<file path="src/rtl/frt_pkg.sv">
// Package for the free-running timer with input capture
package frt_pkg;
  // Register word offsets (byte addresses, one aligned word each)
  localparam logic [7:0] OFF_CTRL_ONE = 8'h00;
  localparam logic [7:0] OFF_CTRL_TWO = 8'h04;
  localparam logic [7:0] OFF_STATUS = 8'h08;
  localparam logic [7:0] OFF_CAP1_HI = 8'h0C;
  localparam logic [7:0] OFF_CAP1_LO = 8'h10;
  localparam logic [7:0] OFF_CNT_HI = 8'h14;
  localparam logic [7:0] OFF_CNT_LO = 8'h18;
  localparam logic [7:0] OFF_ALT_HI = 8'h1C;
  localparam logic [7:0] OFF_ALT_LO = 8'h20;
  localparam logic [7:0] OFF_CAP2_HI = 8'h24;
  localparam logic [7:0] OFF_CAP2_LO = 8'h28;
  // Control one fields
  localparam int CR1_CAP_IE = 7;
  localparam int CR1_OVF_IE = 5;
  localparam int CR1_EDGE1 = 1;
  // Control two fields
  localparam int CR2_PWM = 7;
  localparam int CR2_OPM = 4;
  localparam int CR2_CLK_HI = 3;
  localparam int CR2_CLK_LO = 2;
  localparam int CR2_EDGE2 = 1;
  localparam int CR2_EXT_EDGE = 0;
  // Status fields
  localparam int SR_CAP1 = 7;
  localparam int SR_OVF = 5;
  localparam int SR_CAP2 = 4;
  // Values after reset
  localparam logic [15:0] CNT_RESET = 16'hFFFC;
  localparam logic [7:0] CR1_RESET = 8'h00;
  localparam logic [7:0] CR2_RESET = 8'h00;
  // Prescale divide ratios
  localparam logic [2:0] DIV2_MASK = 3'h1;
  localparam logic [2:0] DIV4_MASK = 3'h3;
  localparam logic [2:0] DIV8_MASK = 3'h7;
  localparam logic [1:0] CLK_DIV4 = 2'h0;
  localparam logic [1:0] CLK_DIV2 = 2'h1;
  localparam logic [1:0] CLK_DIV8 = 2'h2;
  localparam logic [1:0] CLK_EXT = 2'h3;
endpackage : frt_pkg

</file>
<file path="src/rtl/frt_timer.sv">
// Free-running 16-bit timer with two input captures and an APB slave
`timescale 1ns/10ps
`default_nettype none
module frt_timer (
  input wire logic pclk,
  input wire logic presetn,
  input wire logic clk_en,
  input wire logic psel,
  input wire logic penable,
  input wire logic pwrite,
  input wire logic [7:0] paddr,
  input wire logic [31:0] pwdata,
  output logic [31:0] prdata,
  output logic pready,
  output logic pslverr,
  input wire logic halt_mode,
  input wire logic global_irq_mask,
  input wire logic ext_clock_pin,
  input wire logic capture_pin_one,
  input wire logic capture_pin_two,
  output logic overflow_irq,
  output logic capture_irq
);
  typedef struct packed {
    logic [7:0] ctrl_one;
    logic [7:0] ctrl_two;
    logic [15:0] count;
    logic [2:0] prescale;
    logic [7:0] low_latch;
    logic low_held;
    logic ovf_flag;
    logic ovf_armed;
    logic ext_last;
    logic [1:0] ext_sync;
    logic [1:0] cap1_sync;
    logic [1:0] cap2_sync;
    logic [31:0] rdata;
    logic rd_wait;
  } frt_state_t;

  frt_state_t st;
  frt_state_t next_st;

  logic access;
  logic rd;
  logic wr;
  logic mapped;
  logic [1:0] clock_select_bits;
  logic tick;
  logic ext_edge;
  logic [2:0] div_mask;
  logic special_mode;
  logic status_read;
  logic [15:0] cap1_value;
  logic [15:0] cap2_value;
  logic cap1_flag;
  logic cap2_flag;
  logic [7:0] status_byte;
  logic [7:0] read_byte;
  logic [31:0] read_word;

  assign access = psel && penable;
  // Reads take effect on the first access edge; the data register answers one cycle later
  assign rd = access && !pwrite && !st.rd_wait;
  assign wr = access && pwrite;
  assign clock_select_bits = {st.ctrl_two[frt_pkg::CR2_CLK_HI], st.ctrl_two[frt_pkg::CR2_CLK_LO]};
  assign special_mode = st.ctrl_two[frt_pkg::CR2_OPM] || st.ctrl_two[frt_pkg::CR2_PWM];
  assign status_read = rd && (paddr == frt_pkg::OFF_STATUS);
  assign status_byte = {cap1_flag, 1'b0, st.ovf_flag, cap2_flag, 4'h0};

  always_comb begin
    unique case (clock_select_bits)
      frt_pkg::CLK_DIV2: div_mask = frt_pkg::DIV2_MASK;
      frt_pkg::CLK_DIV4: div_mask = frt_pkg::DIV4_MASK;
      frt_pkg::CLK_DIV8: div_mask = frt_pkg::DIV8_MASK;
      frt_pkg::CLK_EXT: div_mask = frt_pkg::DIV8_MASK;
    endcase
  end

  // Edge found on the synchronised pin; the pin must be slow enough to be seen
  assign ext_edge = st.ctrl_two[frt_pkg::CR2_EXT_EDGE] ? (st.ext_sync[1] && !st.ext_last)
                                                      : (!st.ext_sync[1] && st.ext_last);

  always_comb begin
    if (clock_select_bits == frt_pkg::CLK_EXT) begin
      tick = ext_edge;
    end else begin
      tick = ((st.prescale & div_mask) == div_mask);
    end
  end

  always_comb begin
    mapped = 1'b1;
    read_byte = 8'h00;
    unique case (paddr)
      frt_pkg::OFF_CTRL_ONE: read_byte = st.ctrl_one;
      frt_pkg::OFF_CTRL_TWO: read_byte = st.ctrl_two;
      frt_pkg::OFF_STATUS: read_byte = status_byte;
      frt_pkg::OFF_CAP1_HI: read_byte = cap1_value[15:8];
      frt_pkg::OFF_CAP1_LO: read_byte = cap1_value[7:0];
      frt_pkg::OFF_CAP2_HI: read_byte = cap2_value[15:8];
      frt_pkg::OFF_CAP2_LO: read_byte = cap2_value[7:0];
      frt_pkg::OFF_CNT_HI, frt_pkg::OFF_ALT_HI: read_byte = st.count[15:8];
      frt_pkg::OFF_CNT_LO, frt_pkg::OFF_ALT_LO: begin
        // Held byte while a sequence is open, live byte otherwise
        read_byte = st.low_held ? st.low_latch : st.count[7:0];
      end
      default: begin
        mapped = 1'b0;
      end
    endcase
  end

  assign read_word = {24'h000000, read_byte};

  always_comb begin
    next_st = st;
    next_st.ext_sync = {st.ext_sync[0], ext_clock_pin};
    next_st.ext_last = st.ext_sync[1];
    next_st.cap1_sync = {st.cap1_sync[0], capture_pin_one};
    next_st.cap2_sync = {st.cap2_sync[0], capture_pin_two};
    next_st.rd_wait = rd;
    if (!halt_mode) begin
      // Halt freezes counting; wait mode is not seen here at all
      next_st.prescale = st.prescale + 3'h1;
      if (tick) begin
        next_st.count = st.count + 16'h0001;
      end
    end
    if (rd) begin
      next_st.rdata = read_word;
      if (paddr == frt_pkg::OFF_CNT_HI || paddr == frt_pkg::OFF_ALT_HI) begin
        if (!st.low_held) begin
          next_st.low_latch = st.count[7:0];
        end
        next_st.low_held = 1'b1;
      end
      if (paddr == frt_pkg::OFF_CNT_LO || paddr == frt_pkg::OFF_ALT_LO) begin
        next_st.low_held = 1'b0;
      end
    end
    if (wr) begin
      unique case (paddr)
        frt_pkg::OFF_CTRL_ONE: next_st.ctrl_one = pwdata[7:0];
        frt_pkg::OFF_CTRL_TWO: next_st.ctrl_two = pwdata[7:0];
        frt_pkg::OFF_CNT_LO, frt_pkg::OFF_ALT_LO: begin
          next_st.count = frt_pkg::CNT_RESET;
          next_st.prescale = 3'h0;
        end
        default: begin
        end
      endcase
    end
    if (status_read && st.ovf_flag) begin
      next_st.ovf_armed = 1'b1;
    end
    // Only the main low byte completes the clear
    if (access && paddr == frt_pkg::OFF_CNT_LO && st.ovf_armed) begin
      next_st.ovf_flag = 1'b0;
      next_st.ovf_armed = 1'b0;
    end
    // Wrap sets the flag and wins over a simultaneous clear by read; a write to either low byte in that cycle stops the wrap
    if (!halt_mode && tick && st.count == 16'hFFFF
        && !(wr && (paddr == frt_pkg::OFF_CNT_LO || paddr == frt_pkg::OFF_ALT_LO))) begin
      next_st.ovf_flag = 1'b1;
    end
  end

  always_ff @(posedge pclk or negedge presetn) begin
    if (!presetn) begin
      st <= '0;
      st.count <= frt_pkg::CNT_RESET;
      st.ctrl_one <= frt_pkg::CR1_RESET;
      st.ctrl_two <= frt_pkg::CR2_RESET;
    end else if (clk_en) begin
      st <= next_st;
    end
  end

  frt_capture_chan u_cap1 (
    .pclk(pclk),
    .presetn(presetn),
    .clk_en(clk_en),
    .pin_sync(st.cap1_sync[1]),
    .edge_rising(st.ctrl_one[frt_pkg::CR1_EDGE1]),
    .enable(!special_mode),
    .count(st.count),
    .status_read(status_read),
    .high_read(rd && paddr == frt_pkg::OFF_CAP1_HI),
    .low_access(access && paddr == frt_pkg::OFF_CAP1_LO),
    .low_read(rd && paddr == frt_pkg::OFF_CAP1_LO),
    .capture_register(cap1_value),
    .capture_flag(cap1_flag),
    .capture_event()
  );

  frt_capture_chan u_cap2 (
    .pclk(pclk),
    .presetn(presetn),
    .clk_en(clk_en),
    .pin_sync(st.cap2_sync[1]),
    .edge_rising(st.ctrl_two[frt_pkg::CR2_EDGE2]),
    .enable(1'b1),
    .count(st.count),
    .status_read(status_read),
    .high_read(rd && paddr == frt_pkg::OFF_CAP2_HI),
    .low_access(access && paddr == frt_pkg::OFF_CAP2_LO),
    .low_read(rd && paddr == frt_pkg::OFF_CAP2_LO),
    .capture_register(cap2_value),
    .capture_flag(cap2_flag),
    .capture_event()
  );

  assign prdata = st.rdata;
  // Writes finish in one access cycle, reads insert one wait state
  assign pready = !(access && !pwrite) || st.rd_wait;
  assign pslverr = access && !mapped;
  // Requests stay pending in the flags until enable and mask both allow
  assign overflow_irq = st.ovf_flag && st.ctrl_one[frt_pkg::CR1_OVF_IE] && !global_irq_mask;
  assign capture_irq = (cap1_flag || cap2_flag) && st.ctrl_one[frt_pkg::CR1_CAP_IE]
                       && !global_irq_mask;
endmodule : frt_timer
`default_nettype wire

</file>
<file path="src/rtl/frt_capture_chan.sv">
// One input capture channel: edge detect, capture register, flag and read inhibit
`timescale 1ns/10ps
`default_nettype none
module frt_capture_chan (
  input wire logic pclk,
  input wire logic presetn,
  input wire logic clk_en,
  input wire logic pin_sync,
  input wire logic edge_rising,
  input wire logic enable,
  input wire logic [15:0] count,
  input wire logic status_read,
  input wire logic high_read,
  input wire logic low_access,
  input wire logic low_read,
  output logic [15:0] capture_register,
  output logic capture_flag,
  output logic capture_event
);
  typedef struct packed {
    logic pin_last;
    logic pin_seen;
    logic inhibit;
    logic armed;
    logic flag;
    logic [15:0] value;
  } frt_cap_state_t;

  frt_cap_state_t st;
  frt_cap_state_t next_st;
  logic active_edge;
  logic take;

  always_comb begin
    next_st = st;
    next_st.pin_last = pin_sync;
    next_st.pin_seen = 1'b1;
    active_edge = st.pin_seen && (edge_rising ? (pin_sync && !st.pin_last)
                                              : (!pin_sync && st.pin_last));
    // Pins are watched whatever their port direction; only inhibit and a low enable block
    take = active_edge && enable && !st.inhibit;
    if (high_read) begin
      next_st.inhibit = 1'b1;
    end
    if (low_read) begin
      next_st.inhibit = 1'b0;
    end
    if (status_read && st.flag) begin
      next_st.armed = 1'b1;
    end
    if (low_access && st.armed) begin
      next_st.flag = 1'b0;
      next_st.armed = 1'b0;
    end
    // A new capture beats a clear in the same cycle
    if (take) begin
      next_st.value = count;
      next_st.flag = 1'b1;
    end
  end

  always_ff @(posedge pclk or negedge presetn) begin
    if (!presetn) begin
      st <= '0;
    end else if (clk_en) begin
      st <= next_st;
    end
  end

  assign capture_register = st.value;
  assign capture_flag = st.flag;
  assign capture_event = take;
endmodule : frt_capture_chan
`default_nettype wire

</file>
<file path="config.mk">
export PLATFORM = sky130hd
export DESIGN_NAME = frt_timer
export DESIGN_NICKNAME = d
export VERILOG_FILES = /design/src/rtl/frt_pkg.sv /design/src/rtl/frt_timer.sv /design/src/rtl/frt_capture_chan.sv
export SDC_FILE = /design/constraint.sdc
export NUM_CORES = 1
export LEC_CHECK = 0
export CORE_MARGIN = 2
export CORE_UTILIZATION = 35
export DETAILED_ROUTE_END_ITERATION = 16
export DONT_BUFFER_PORTS = 1
export SLEW_MARGIN = 20
export SYNTH_ARGS = -nofsm -noshare
export SYNTH_HDL_FRONTEND = slang
export SYNTH_SLANG_ARGS = --single-unit
</file>
<file path="constraint.sdc">
create_clock -name pclk -period 2.74 [get_ports pclk]
set_input_delay 0.137 -clock pclk [delete_from_list [all_inputs] [get_ports pclk]]
set_output_delay 0.137 -clock pclk [all_outputs]
set_load 0.005 [all_outputs]
</file>
==> flow_metrics.tcl <==
set metrics [dict create \
    status "completed" \
    path_cells "or3b_1 -> o2111a_2 -> or4_4 -> or3_1 -> nand3_1" \
    syn_avg_cell_area_um2 10.9 \
    tightest_slew_ps 641 \
    intPower_w 0.00279 \
    end_kind "register" \
    dp_hpwl_um 9850 \
    postCtsHoldBufs 14 \
    ys_ff_latch 103 \
    seq_power_share_pct 50.4 \
    first_pass_iters 5 \
    cts_setup_buffers 0 \
    layout_common_cells "89 x dfrtp_1, 72 x mux2_2, 37 x nand2_1, 25 x nand3_1, 24 x conb_1" \
    ys_warn_count 0 \
    wl_met2_um 6190 \
    period_minus_slack_ps 2090 \
    synth_area_leaders "dfrtp_1 41%, mux2_2 15%, dfstp_2 6.8%" \
    areaGrowthSynthToFinish_pct 9.15 \
    synth_ff_type "dfrtp_1" \
    power_frac_comb_pct 15.3 \
    fin_crit_sh_pct 76.4 \
    switching_share_pct 28.2 \
    cts.clk_slew.worst_paths_ps 70 \
    routed_wl_um 13900 \
    fin_ws_ps 647 \
    dieArea_um2 16600 \
    nets 552 \
    die_w_um 129 \
    arrival_ps 2380 \
    rsz0062_at_grt "no" \
    drv_slew 0 \
    antenna_found_initial 0 \
    num_vias 3989 \
    setup.worst_path.start_class "register" \
    clockRootBuffer "clkbuf_16" \
    synth.largest_area_cell "dfrtp_1" \
    clk_latency_ps 360 \
    min_path_type "input pin to register" \
    num_rows 45 \
    portBuffers 0 \
    timing.slew.headroom_pct 57.1 \
    antenna_cells 0 \
    track_usage_pct 17.6 \
    wirelength_met1_um 6150 \
    grt_pass1_wl_um 21900 \
    grt_pass1_vias 3856 \
    synth_cell_type_count 67 \
    fill_cells 1468 \
    clock.fmax_mhz 478 \
    grt_overflow 0 \
    finalSetupViolCount 0 \
    p_sw_w 0.00109 \
    gp_congestion 0.918 \
    critPathMaxStageDelay_ps 600 \
    viasPerCell 5.76 \
    fin_tns_setup_ps 0 \
    synth_top_cell_area_share_pct 40.9 \
    syn_inst 500 \
    cts_tree "yes" \
    cts_made_buffers 9 \
    htreeDepth 3 \
    pre_cts_ws_ps 651 \
    synth_area_um2 5440 \
    drive_gt1_share_pct 25.0 \
    synth-edff-count 0 \
    ir_worst_vdd_mv 0.298 \
    synthArstFlopShare_pct 100 \
    p_clk_share_pct 34.3 \
    initial_core_util_pct 35.8 \
    hold_violations 0 \
    cp.required_ps 3030 \
    worstSetupPathType "register to register" \
    critPathSlowestCell "or4_4" \
    routed.top_layer "met4" \
    wl_met3_um 1180 \
    die-height_um 129 \
    yosysSeqAreaShare_pct 47.7 \
    wire_per_inst_um 20.0 \
    ctsResizeCount 0 \
    power.density_nw_per_um2 653 \
    path_max_fanout 6 \
    io_pins 87 \
    cts.sinks 103 \
    final_common_cell "dfrtp_1" \
    grt_start_max_net_pins 104 \
    clk_path_buf_depth 2 \
    p_leak_nw 2.50 \
    finClkSkew_ps 8.63 \
    drcViolationCount 0 \
    maxCapViolations 0 \
    ant_nets 0 \
    core_area_um2 15200 \
    drt_iter0_drc 234 \
]
-- through the flow --
stage | area, µm² | total power, W | hold WS, ps | std cells | util (%)
2_1_floorplan | 5530 | 0.00239 | -159 | 523 | -
3_3_place_gp | 5470 | 0.00249 | -153 | 662 | 36.0
3_5_place_dp | 5470 | 0.00252 | -154 | 662 | 36.0
4_1_cts | 5940 | 0.00391 | 0.0629 | 692 | 39.1
5_1_grt | 5940 | 0.00407 | 7.35 | 692 | 39.1
6_report | 5940 | 0.00388 | 7.42 | 692 | 39.1
-- flip-flops by register name, indices dropped and copies added (netlist names) --
name,count
u_cap2.capture_flag,1
st,48
prdata,8
u_cap1.st,3
clock_select_bits,2
u_cap1.capture_flag,1
u_cap2.st,4
u_cap2.capture_register,16
next_st,4
u_cap1.capture_register,16
-- power by group through the flow --
stage / combinational [W] / sequential [W] / clock [W]
6_report: 0.000594 / 0.00195 / 0.00133
5_1_grt: 0.000663 / 0.00199 / 0.00142
4_1_cts: 0.000598 / 0.00195 / 0.00136
3_5_place_dp: 0.000538 / 0.00198 / 0
3_3_place_gp: 0.000519 / 0.00197 / 0
2_1_floorplan: 0.000518 / 0.00187 / 0
-- critical path: cells and delay by family (launching register included) --
| kind | cells | cell delay [ps] |
|---|---|---|
| flip-flops | 1 | 410 |
| AND/OR/NAND/NOR | 4 | 1400 |
| AO/OA/AOI/OAI | 1 | 210 |
-- logic make-up after synthesis --
group	count (synthesis)	share of synthesized area, %
adder cells (fa/ha/maj)	2	0.460
other	1	0.0689
XOR/XNOR	7	1.13
buffers and inverters	61	6.71
AND/OR/NAND/NOR	156	15.5
multiplexers	86	17.5
flip-flops	103	47.7
AO/OA/AOI/OAI	84	10.9
-- synthesized netlist by cell type, types with 6 or more instances --
| cell type | number |
|---|---|
| or3_1 | 10 |
| a21oi_1 | 17 |
| buf_2 | 7 |
| dfrtp_1 | 89 |
| nor4_1 | 7 |
| nor3_1 | 6 |
| buf_4 | 34 |
| and3_1 | 8 |
| mux2_2 | 72 |
| dfstp_2 | 14 |
| nor2_1 | 21 |
| clkbuf_1 | 15 |
| nand4_1 | 9 |
| nand2_1 | 37 |
| a22oi_1 | 7 |
| mux2i_1 | 14 |
| nand3_1 | 25 |
| o21ai_0 | 14 |
-- final timing paths --
kind,start,to,slack [ps],cells after the start
max in group asynchronous,presetn,st[58],1970,2
hold reg to reg,u_cap2.st[19],u_cap2.st[19],470,1
setup reg to reg,st[70],st[64],650,5
setup / recovery,st[70],st[64],650,5
min in group asynchronous,presetn,st[70],400,2
hold / removal,paddr[5],u_cap2.st[18],7,2
-- area by class of cell --
cell class / count / area (µm²) / share of cell area (%)
inverter: 4 / 15.0 / 0.253
clock buffer: 10 / 239 / 4.02
tap: 188 / 235 / 3.96
timing repair buffer: 22 / 218 / 3.66
sequential: 103 / 2590 / 43.7
multi-input combinational: 359 / 2570 / 43.2
clock inverter: 6 / 70.1 / 1.18
-- layer usage --
| layer | GRT usage [%] | vias up |
|---|---|---|
| li1 | - | 1797 |
| met3 | 4.78 | 22 |
| met2 | 25.3 | 165 |
| met1 | 24.3 | 2005 |
| met5 | 0 | - |
| met4 | 9.02 | 0 |
Power figures use the tool's default switching activity.
